File: src/rtl/apc_pkg.sv
package apc_pkg;

   // -------------------------------------------------------------------------
   // Register map (indices; byte address is four times the index)
   // -------------------------------------------------------------------------
   localparam int          IDX_W        = 16;
   localparam int          ADDR_W       = IDX_W + 2;
   localparam logic [15:0] IDX_ACC      = 16'h1d16;
   localparam logic [15:0] IDX_PREV     = 16'h1d1b;
   localparam logic [15:0] IDX_CTRL     = 16'h1d30;
   localparam logic [15:0] IDX_PREV_HI  = 16'h1d31;
   localparam logic [15:0] IDX_PREV_LO  = 16'h1d32;
   localparam logic [15:0] IDX_FILTER   = 16'h1d33;
   localparam logic [15:0] IDX_SAMPLE   = 16'h1d34;

   // -------------------------------------------------------------------------
   // Widths, fields and reset values
   // -------------------------------------------------------------------------
   localparam int          DATA_W       = 32;
   localparam int          ACC_W        = 18;
   localparam int          ACC_REG_W    = 24;
   localparam int          VAL_W        = 16;
   localparam int          RAW_W        = 12;
   localparam int          SHIFT_W      = 3;
   localparam int          CTRL_PREVIOUS_SOURCE_SELECT    = 0;
   localparam int          CTRL_FMT     = 1;
   localparam int          CTRL_LPF     = 2;
   localparam int          CTRL_SHIFT   = 4;
   localparam logic [15:0] PREV_RST     = 16'h0000;
   localparam logic [15:0] SAMPLE_RST   = 16'h0000;
   localparam logic [17:0] ACC_RST      = 18'h00000;
   localparam logic [7:0]  CTRL_RST     = 8'h00;
   localparam logic [1:0]  RESP_OKAY    = 2'h0;
   localparam logic [1:0]  RESP_SLVERR  = 2'h2;

   // -------------------------------------------------------------------------
   // AXI4-Lite carriers
   // -------------------------------------------------------------------------
   typedef struct packed {
      logic              awvalid;
      logic [ADDR_W-1:0] awaddr;
      logic              wvalid;
      logic [DATA_W-1:0] wdata;
      logic [3:0]        wstrb;
      logic              bready;
      logic              arvalid;
      logic [ADDR_W-1:0] araddr;
      logic              rready;
   } apc_axil_req_t;

   typedef struct packed {
      logic              awready;
      logic              wready;
      logic              bvalid;
      logic [1:0]        bresp;
      logic              arready;
      logic              rvalid;
      logic [DATA_W-1:0] rdata;
      logic [1:0]        rresp;
   } apc_axil_rsp_t;

endpackage : apc_pkg

File: src/rtl/apc_capture.sv
// Function
// - Previous-value register is 16 bits, read only, zero after reset.
// - Source select set: capture filter output at conversion start.
// - Source select clear: capture sample result at conversion start.
// - Captured sample result carries the same format as the sample result.
// - High and low byte aliases return bits 15:8 and 7:0.
// - Accumulator is signed; bits 23:18 read as sign copies, bits 31:24 read as zero.
// - Filter output is accumulator shifted right, or low-pass output in that mode.
`timescale 1ns/100ps
`default_nettype none

module apc_capture
   import apc_pkg::*;
(
   // Clock and reset
   input  wire logic                 clk_sys,
   input  wire logic                 nrst,
   // Converter side, same clock
   input  wire logic                 conv_start,
   input  wire logic                 conv_done,
   input  wire logic [RAW_W-1:0]     conv_raw,
   input  wire logic [VAL_W-1:0]     lpf_value,
   // Register bus
   input  wire apc_axil_req_t        axil_req,
   output apc_axil_rsp_t             axil_rsp,
   // Observed state
   output logic      [VAL_W-1:0]     filter_output_value,
   output logic      [VAL_W-1:0]     previous_conversion_value
);

   // ------------------------------------------------------------------------
   // Local constants
   // ------------------------------------------------------------------------
   localparam int LANE_W   = 8;
   localparam int LANES    = DATA_W / LANE_W;
   localparam int CTRL_W   = 8;
   // Byte alias split points of the previous value
   localparam int PREV_TOP = VAL_W - 1;
   localparam int PREV_MID = LANE_W;
   localparam int PREV_BOT = LANE_W - 1;

   // ------------------------------------------------------------------------
   // Helpers
   // ------------------------------------------------------------------------
   function automatic logic [DATA_W-1:0] byte_merge(input logic [DATA_W-1:0] old_v,
                                                    input logic [DATA_W-1:0] new_v,
                                                    input logic [LANES-1:0]  strb);
      logic [DATA_W-1:0] res;
      res = old_v;
      for (int i = 0; i < LANES; i++) begin
         if (strb[i]) begin
            res[i*LANE_W +: LANE_W] = new_v[i*LANE_W +: LANE_W];
         end
      end
      return res;
   endfunction : byte_merge

   function automatic logic [IDX_W-1:0] addr_idx(input logic [ADDR_W-1:0] a);
      return a[ADDR_W-1:2];
   endfunction : addr_idx

   // ------------------------------------------------------------------------
   // State
   // ------------------------------------------------------------------------
   logic [VAL_W-1:0]  prev_ff;
   logic [VAL_W-1:0]  sample_ff;
   logic [ACC_W-1:0]  acc_ff;
   logic [CTRL_W-1:0] ctrl_ff;
   logic              aw_ff;
   logic [ADDR_W-1:0] awaddr_ff;
   logic              w_ff;
   logic [DATA_W-1:0] wdata_ff;
   logic [3:0]        wstrb_ff;
   logic              bvalid_ff;
   logic [1:0]        bresp_ff;
   logic              rvalid_ff;
   logic [DATA_W-1:0] rdata_ff;
   logic [1:0]        rresp_ff;

   // ------------------------------------------------------------------------
   // Control fields and data path
   // ------------------------------------------------------------------------
   wire logic               previous_source_select  = ctrl_ff[CTRL_PREVIOUS_SOURCE_SELECT];
   wire logic               result_format_select    = ctrl_ff[CTRL_FMT];
   wire logic               lowpass_mode            = ctrl_ff[CTRL_LPF];
   wire logic [SHIFT_W-1:0] accumulator_shift_count = ctrl_ff[CTRL_SHIFT +: SHIFT_W];

   // Format set: right justified; clear: left justified
   wire logic [VAL_W-1:0] formatted_raw = result_format_select
                                          ? {{(VAL_W-RAW_W){1'b0}}, conv_raw}
                                          : {conv_raw, {(VAL_W-RAW_W){1'b0}}};
   wire logic [ACC_W-1:0] acc_shifted   = ACC_W'($signed(acc_ff) >>> accumulator_shift_count);
   wire logic [VAL_W-1:0] filt_value    = lowpass_mode ? lpf_value
                                                       : acc_shifted[VAL_W-1:0];
   // Sample result is already formatted, so the copy keeps its format
   wire logic [VAL_W-1:0] nxt_prev      = previous_source_select ? filt_value
                                                                 : sample_ff;
   wire logic [ACC_W-1:0] acc_summed    = acc_ff + ACC_W'(conv_raw);
   wire logic [ACC_REG_W-1:0] acc_ext   = {{(ACC_REG_W-ACC_W){acc_ff[ACC_W-1]}}, acc_ff};

   // ------------------------------------------------------------------------
   // Bus decode
   // ------------------------------------------------------------------------
   wire logic             wr_go     = aw_ff && w_ff && !bvalid_ff;
   wire logic [IDX_W-1:0] wr_idx    = addr_idx(awaddr_ff);
   wire logic             wr_acc    = wr_go && (wr_idx == IDX_ACC);
   wire logic             wr_ctrl   = wr_go && (wr_idx == IDX_CTRL);
   wire logic             wr_ro     = (wr_idx == IDX_PREV) || (wr_idx == IDX_PREV_HI)
                                      || (wr_idx == IDX_PREV_LO) || (wr_idx == IDX_FILTER)
                                      || (wr_idx == IDX_SAMPLE);
   wire logic             wr_mapped = (wr_idx == IDX_ACC) || (wr_idx == IDX_CTRL) || wr_ro;
   wire logic             rd_go     = axil_req.arvalid && !rvalid_ff;
   wire logic [IDX_W-1:0] rd_idx    = addr_idx(axil_req.araddr);
   // Partial strobes keep the untouched bytes of the live register
   wire logic [DATA_W-1:0] wr_merged_acc  = byte_merge(DATA_W'(acc_ext), wdata_ff, wstrb_ff);
   wire logic [DATA_W-1:0] wr_merged_ctrl = byte_merge(DATA_W'(ctrl_ff), wdata_ff, wstrb_ff);

   logic [DATA_W-1:0] rd_mux;
   logic              rd_hit;
   always_comb begin
      rd_hit = 1'b1;
      unique case (rd_idx)
         IDX_ACC:     rd_mux = DATA_W'(acc_ext);
         IDX_PREV:    rd_mux = DATA_W'(prev_ff);
         IDX_PREV_HI: rd_mux = DATA_W'(prev_ff[PREV_TOP:PREV_MID]);
         IDX_PREV_LO: rd_mux = DATA_W'(prev_ff[PREV_BOT:0]);
         IDX_CTRL:    rd_mux = DATA_W'(ctrl_ff);
         IDX_FILTER:  rd_mux = DATA_W'(filt_value);
         IDX_SAMPLE:  rd_mux = DATA_W'(sample_ff);
         default: begin
            rd_mux = '0;
            rd_hit = 1'b0;
         end
      endcase
   end

   assign axil_rsp.awready = !aw_ff && !bvalid_ff;
   assign axil_rsp.wready  = !w_ff && !bvalid_ff;
   assign axil_rsp.bvalid  = bvalid_ff;
   assign axil_rsp.bresp   = bresp_ff;
   assign axil_rsp.arready = !rvalid_ff;
   assign axil_rsp.rvalid  = rvalid_ff;
   assign axil_rsp.rdata   = rdata_ff;
   assign axil_rsp.rresp   = rresp_ff;

   // ------------------------------------------------------------------------
   // Handshake events
   // ------------------------------------------------------------------------
   // Ready is combinational, so a request is taken on its first valid edge
   wire logic       aw_take   = axil_req.awvalid && axil_rsp.awready;
   wire logic       w_take    = axil_req.wvalid && axil_rsp.wready;
   wire logic       b_done    = bvalid_ff && axil_req.bready;
   wire logic       r_done    = rvalid_ff && axil_req.rready;
   // Unmapped index answers with an error; read-only writes are dropped quietly
   wire logic [1:0] nxt_bresp = wr_mapped ? RESP_OKAY : RESP_SLVERR;
   wire logic [1:0] nxt_rresp = rd_hit ? RESP_OKAY : RESP_SLVERR;

   // ------------------------------------------------------------------------
   // Next-state selection
   // ------------------------------------------------------------------------
   wire logic [CTRL_W-1:0] nxt_ctrl   = wr_ctrl ? wr_merged_ctrl[CTRL_W-1:0] : ctrl_ff;
   // Software write wins over a same-cycle accumulate; that sample is dropped
   wire logic              acc_load   = conv_done && !lowpass_mode;
   wire logic [ACC_W-1:0]  nxt_acc    = wr_acc   ? wr_merged_acc[ACC_W-1:0]
                                      : acc_load ? acc_summed
                                      :            acc_ff;
   wire logic [VAL_W-1:0]  nxt_sample = conv_done ? formatted_raw : sample_ff;

   // ------------------------------------------------------------------------
   // Write channel
   // ------------------------------------------------------------------------
   // Address stage; a take cannot meet an execute, the flag blocks ready
   always_ff @(posedge clk_sys or negedge nrst) begin
      if (!nrst) begin
         aw_ff     <= 1'b0;
         awaddr_ff <= '0;
      end else if (wr_go) begin
         aw_ff     <= 1'b0;
      end else if (aw_take) begin
         aw_ff     <= 1'b1;
         awaddr_ff <= axil_req.awaddr;
      end
   end

   // Data stage, independent of address order
   always_ff @(posedge clk_sys or negedge nrst) begin
      if (!nrst) begin
         w_ff     <= 1'b0;
         wdata_ff <= '0;
         wstrb_ff <= '0;
      end else if (wr_go) begin
         w_ff     <= 1'b0;
      end else if (w_take) begin
         w_ff     <= 1'b1;
         wdata_ff <= axil_req.wdata;
         wstrb_ff <= axil_req.wstrb;
      end
   end

   // Response stands until the master takes it
   always_ff @(posedge clk_sys or negedge nrst) begin
      if (!nrst) begin
         bvalid_ff <= 1'b0;
         bresp_ff  <= RESP_OKAY;
      end else if (wr_go) begin
         bvalid_ff <= 1'b1;
         bresp_ff  <= nxt_bresp;
      end else if (b_done) begin
         bvalid_ff <= 1'b0;
      end
   end

   // ------------------------------------------------------------------------
   // Read channel
   // ------------------------------------------------------------------------
   always_ff @(posedge clk_sys or negedge nrst) begin
      if (!nrst) begin
         rvalid_ff <= 1'b0;
      end else if (rd_go) begin
         rvalid_ff <= 1'b1;
      end else if (r_done) begin
         rvalid_ff <= 1'b0;
      end
   end

   // Data loads only on a take, so it stands until the handshake
   always_ff @(posedge clk_sys or negedge nrst) begin
      if (!nrst) begin
         rdata_ff <= '0;
         rresp_ff <= RESP_OKAY;
      end else if (rd_go) begin
         rdata_ff <= rd_mux;
         rresp_ff <= nxt_rresp;
      end
   end

   // ------------------------------------------------------------------------
   // Control, accumulator, sample result
   // ------------------------------------------------------------------------
   always_ff @(posedge clk_sys or negedge nrst) begin
      if (!nrst) begin
         ctrl_ff <= CTRL_RST;
      end else begin
         ctrl_ff <= nxt_ctrl;
      end
   end

   always_ff @(posedge clk_sys or negedge nrst) begin
      if (!nrst) begin
         acc_ff <= ACC_RST;
      end else begin
         acc_ff <= nxt_acc;
      end
   end

   always_ff @(posedge clk_sys or negedge nrst) begin
      if (!nrst) begin
         sample_ff <= SAMPLE_RST;
      end else begin
         sample_ff <= nxt_sample;
      end
   end

   // ------------------------------------------------------------------------
   // Previous-value capture
   // ------------------------------------------------------------------------
   // Whole word loads on one edge, so a read never sees a torn value
   always_ff @(posedge clk_sys or negedge nrst) begin
      if (!nrst) begin
         prev_ff <= PREV_RST;
      end else if (conv_start) begin
         prev_ff <= nxt_prev;
      end
   end

   assign filter_output_value       = filt_value;
   assign previous_conversion_value = prev_ff;

endmodule : apc_capture

`default_nettype wire

File: config.mk
export PLATFORM = sky130hd
export DESIGN_NAME = apc_capture
export DESIGN_NICKNAME = d
export VERILOG_FILES = /design/src/rtl/apc_pkg.sv /design/src/rtl/apc_capture.sv
export SDC_FILE = /design/constraint.sdc
export NUM_CORES = 1
export LEC_CHECK = 0
export BUFFER_PORTS_ARGS = -buffer_cell sky130_fd_sc_hd__buf_4
export CORE_MARGIN = 4
export CORE_UTILIZATION = 54
export CTS_CLUSTER_DIAMETER = 40
export CTS_CLUSTER_SIZE = 10
export DETAILED_ROUTE_END_ITERATION = 16
export GPL_TIMING_DRIVEN = 0
export PLACE_DENSITY = 0.84
export SLEW_MARGIN = 0
export SYNTH_ARGS = -nofsm -noshare
export SYNTH_HDL_FRONTEND = slang
export SYNTH_SLANG_ARGS = --single-unit
export TNS_END_PERCENT = 50
File: constraint.sdc
create_clock -name clk_sys -period 3.7 [get_ports clk_sys]
set_input_delay 0.555 -clock clk_sys [delete_from_list [all_inputs] [get_ports clk_sys]]
set_output_delay 0.555 -clock clk_sys [all_outputs]
set_load 0.01 [all_outputs]
Yosys cells after proc, flatten, opt, wreduce, memory -nomap -nowiden
Index checks and enable logic that the tools add are counted.

cells by class
  add/subtract/negate cells = 1
  multipliers = 0
  divide/modulo/power cells = 0
  magnitude comparators = 0
  equal/unequal tests = 17
  shifts and indexed selects = 1
  mux-type cells = 20
  bitwise gates (word level) = 1
  reductions and logical operators = 35

operators by type and width
  cell                    number
  $eq A16 B13 Y1 const B  14
  $pmux W24 S7            1
  $mux W16                3
  $mux W18                2
  $add A18 B12 Y18        1
  $sshr A18 B3 Y16        1
  $mux W8                 2
  $logic_and A1 B1 Y1     12
  $reduce_and A2 Y1       6
  $reduce_bool A2 Y1      5
  $mux W1                 9
  $reduce_or A7 Y1        1
  $logic_or A1 B1 Y1      6
  $mux W2                 3
  $ne A2 B2 Y1 const B    3
  $logic_not A1 Y1        5
  $not A1 Y1              1

storage, ports and cells
  bits in registers = 137
  latch bits = 0
  RAM bits = 0
  memory bits (read-only) = 0
  input port bits = 109
  output and inout port bits = 73
  word-level logic and storage cells = 91
  memories = 0

Depth between registers and ports, before layout
  depth in word-level cells = 7
  mapped depth = 8

Worst setup path after synthesis
No wires, ideal clock.

  path type = input to register
  start = in conv_raw[0]
  end = reg acc_ff[14]
  setup time = 0.094 ns
  arrival time = 2.627 ns
  required time = 3.606 ns
  setup slack = 0.979 ns
  stages = 8
  path buffers = 0
  cell sequence = ha_1 fa_1 a21oi_1 o211ai_1 o211a_1 a2111oi_0 nor3_1 a211oi_1

on the way
  longest elaborated chain between the ends = 3

RTL lines
  what                  line                source
  from (decl)           apc_capture.sv:21   input wire logic [RAW_W-1:0] conv_raw,
  $add A18 B12 Y18      apc_capture.sv:98   wire logic [ACC_W-1:0] acc_summed = acc_ff + ACC_W'(conv_raw);
  $mux W18              apc_capture.sv:165  : acc_load ? acc_summed
  $mux W18              apc_capture.sv:164  wire logic [ACC_W-1:0] nxt_acc = wr_acc ? wr_merged_acc[ACC_W-1:0]
  to (signal assigned)  apc_capture.sv:252  acc_ff <= nxt_acc;
  to (decl)             apc_capture.sv:67   logic [ACC_W-1:0] acc_ff;

Every way passes these cells. The select of a mux whose other input is x is not followed.
A chain may end at the register's enable or synchronous reset.

Worst setup path in the final report
  start = reg ctrl_ff[5]
  end = out filter_output_value[15]

on the way
  longest elaborated chain between the ends = 2

RTL lines
  what                    line                source
  from (decl)             apc_capture.sv:68   logic [CTRL_W-1:0] ctrl_ff;
  from (signal assigned)  apc_capture.sv:244  ctrl_ff <= nxt_ctrl;
  $sshr A18 B3 Y16        apc_capture.sv:92   wire logic [ACC_W-1:0] acc_shifted = ACC_W'($signed(acc_ff) >>> accumulator_shift_count);
  $mux W16                apc_capture.sv:93   wire logic [VAL_W-1:0] filt_value = lowpass_mode ? lpf_value
  to (decl)               apc_capture.sv:27   output logic [VAL_W-1:0] filter_output_value,

Every way passes these cells.

==> flow_summary.yaml <==
status:
  run_status: "finished, final reports clean"
pwr:
  totalPowerFinal_uw: 6010
  leakagePower_uw: 0.00405
  powerDensity_nw_per_um2: 648
  peakVddDrop_uv: 509
run:
  max_cap_viol_count: 0
yosys:
  synth_cell_types: 74
  synth_top_cell_by_area: "dfrtp_1"
  yosys-top-cells-count: "119 x dfrtp_1, 59 x a21oi_1, 56 x nand2_1"
  synth_area_leaders: "dfrtp_1 41%, mux2_2 6.7%, mux4_2 4.7%"
  synth.most_common_cell: "dfrtp_1"
  yosys_most_used_dff: "dfrtp_1"
  async_flop_share_pct: 100
  syn_area_um2: 7180
  synth.top_cell.area_share_pct: 41.5
  synth_edf_count: 0
  ys_warn_count: 0
  ys_ff_latch: 119
  synth.avg_cell_area_um2: 10.0
  seq_area_frac_synth_pct: 41.5
  synth_cells: 718
timing:
  fmax_mhz: 306
  whs_ps: 41.3
  slew_viol_final: 0
  finalHoldViolations: 0
  setup_tns_ps: 0
  final.setup_skew_ps: 7.37
  layout_worst_path_cycle_share_pct: 88.2
  worst_pin_slew_ps: 938
  rsz0062_at_grt: "no"
  finalCriticalPeriod_ps: 3260
  setup_violations: 0
  maxSlewHeadroom_pct: 35.8
placed_design:
  io_buffer_count: 152
  gp_congestion: 0.954
  dp.final_hpwl_mm: 16.1
routing:
  dr.pass1.iters: 6
  drt_iter0_markers: 1078
  wire_per_inst_um: 20.0
  vias_per_cell: 6.21
  drt.antenna.violating_nets: 0
  via_count: 6735
  drt_drc_violations_left: 0
  wl_mm: 21.7
layout:
  area_growth_pct: 29.1
  fin_util_pct: 72.3
  num_antenna_cells: 0
  final_nets: 1021
  drive_gt1_share_pct: 31.6
setup_path:
  cp-end-kind: "output pin"
  crit_path_cell_trace: "clkbuf_1, clkbuf_1, inv_1, a211o_1, a2bb2oi_1, buf_4"
  cpPeakStageDelay_ps: 460
  arrival_ps: 2710
  setup.worst_path.class: "register to output pin"
  critPathSlowestCell: "clkbuf_1"
  worstSetupStartpointType: "register"
  cpMostUsedCell: "clkbuf_1"
  worstPathMaxFanout: 10
  required_ps: 3140
clock_network:
  ctsResizeCount: 0
  clockRootBuffer: "clkbuf_16"
  h-tree-depth: 4
  clk_pin_slew_ps: 50
  insertion_delay_ps: 430
  postCtsHoldBufs: 0
  cts_tree: "built"
  cts_setup_buffers: 0
  cts_buffers: 17
  cts_buffer_depth: 2
  clock-sinks: 119
global_routing:
  overflow: 0
  grt_util_all_layers_pct: 29.4
  antenna_found_initial: 0
  grt_max_degree: 81
  grt_pass1_vias: 6508
  grt_first_pass_wirelength_mm: 34.1
die:
  die_x_um: 123
  io_pins: 182
  row_count: 41
  chipHeight_um: 123
  start_util_pct: 56.0
  core_region_area_um2: 12800
  die-area_um2: 15200
hold_path:
  hold_path_class: "input pin to async pin"
state kept, by name, summed over array words and instances, names as in the netlist:
signal / count
wstrb_ff: 3
bvalid_ff: 1
previous_conversion_value: 16
sample_ff: 16
aw_ff: 1
awaddr_ff: 16
acc_ff: 18
ctrl_ff: 8
w_ff: 1
rresp_ff: 1
wdata_ff: 18
bresp_ff: 1
rdata_ff: 18
rvalid_ff: 1
cells in the final DEF (no fill, tap or decap), types with 6 or more instances in the layout:
cell type,count
a222oi_1,12
buf_1,7
o21ai_0,39
o21a_1,10
buf_4,170
a21o_1,9
conb_1,10
bufinv_16,6
mux2_2,43
ha_1,12
o22ai_1,7
a32oi_1,8
a21oi_1,59
buf_2,7
nand2b_1,7
dfrtp_1,119
nand2_1,56
inv_1,25
clkbuf_1,29
mux2i_1,28
nor3_1,7
nand3b_1,6
nor2b_1,13
clkbuf_16,17
nand3_1,18
xnor2_1,6
nor2_1,52
mux4_2,15
per-stage QoR:
stage,cell area (um^2),worst slack (ps),std cells
floorplan,7210,979,727
global placement,8570,495,1051
detailed placement,8600,463,1052
CTS,9270,446,1084
global route,9270,142,1084
finish,9270,436,1084
per-layer routing:
layer | GRT usage, % | part of all wire [%] | vias up
met1 | 38.3 | 39 | 3199
met4 | 13.1 | 3.5 | 0
li1 | - | - | 3023
met3 | 5.76 | 11 | 64
met5 | 0 | 0 | -
met2 | 47.8 | 46 | 449
kinds of logic after synthesis:
group / share of synthesized area [%]
simple gates: 14.2
fa+ha+maj: 2.37
xor+xnor: 0.976
buf+inv: 6.08
mux: 15.6
compound gates: 19.3
other cells: 0.0522
flops: 41.5
cell type report:
class	instances	area (um^2)
sequential	119	2980
multi-input combinational	519	3800
timing repair buffer	153	1170
inverter	25	93.8
tap	172	215
clock buffer	19	443
fill	977	3560
clock inverter	13	226
buffer	64	343
worst max-delay path: cells and delay by family (launching register included):
kind            cells  cell delay, ps
flops               1             320
compound gates      2             650
buf+inv             4            1320
path summary, 6_finish.rpt:
| path | cells after the start | startpoint | endpoint | slack, ps |
|---|---|---|---|---|
| worst min register to register | 2 | rdata_ff[0]$_DFFE_PN0P_ | rdata_ff[0]$_DFFE_PN0P_ | 480 |
| min in group clk_sys | 2 | axil_req[20] | bvalid_ff$_DFFE_PN0P_ | 300 |
| worst max register to register | 8 | acc_ff[0]$_DFFE_PN0P_ | acc_ff[16]$_DFFE_PN0P_ | 550 |
| worst max-delay path | 6 | ctrl_ff[5]$_DFFE_PN0P_ | filter_output_value[15] | 440 |
| max in group asynchronous | 2 | nrst | acc_ff[0]$_DFFE_PN0P_ | 2940 |
| worst min-delay path | 1 | nrst | rdata_ff[12]$_DFFE_PN0P_ | 40 |
report_power, final:
group	switching, uW	total [uW]	internal, uW	leakage (uW)
Clock	608	1880	1280	0.000319
Combinational	1030	2060	1030	0.00228
Sequential	414	2070	1650	0.00145
No activity file was read; power rests on OpenSTA's default activity.
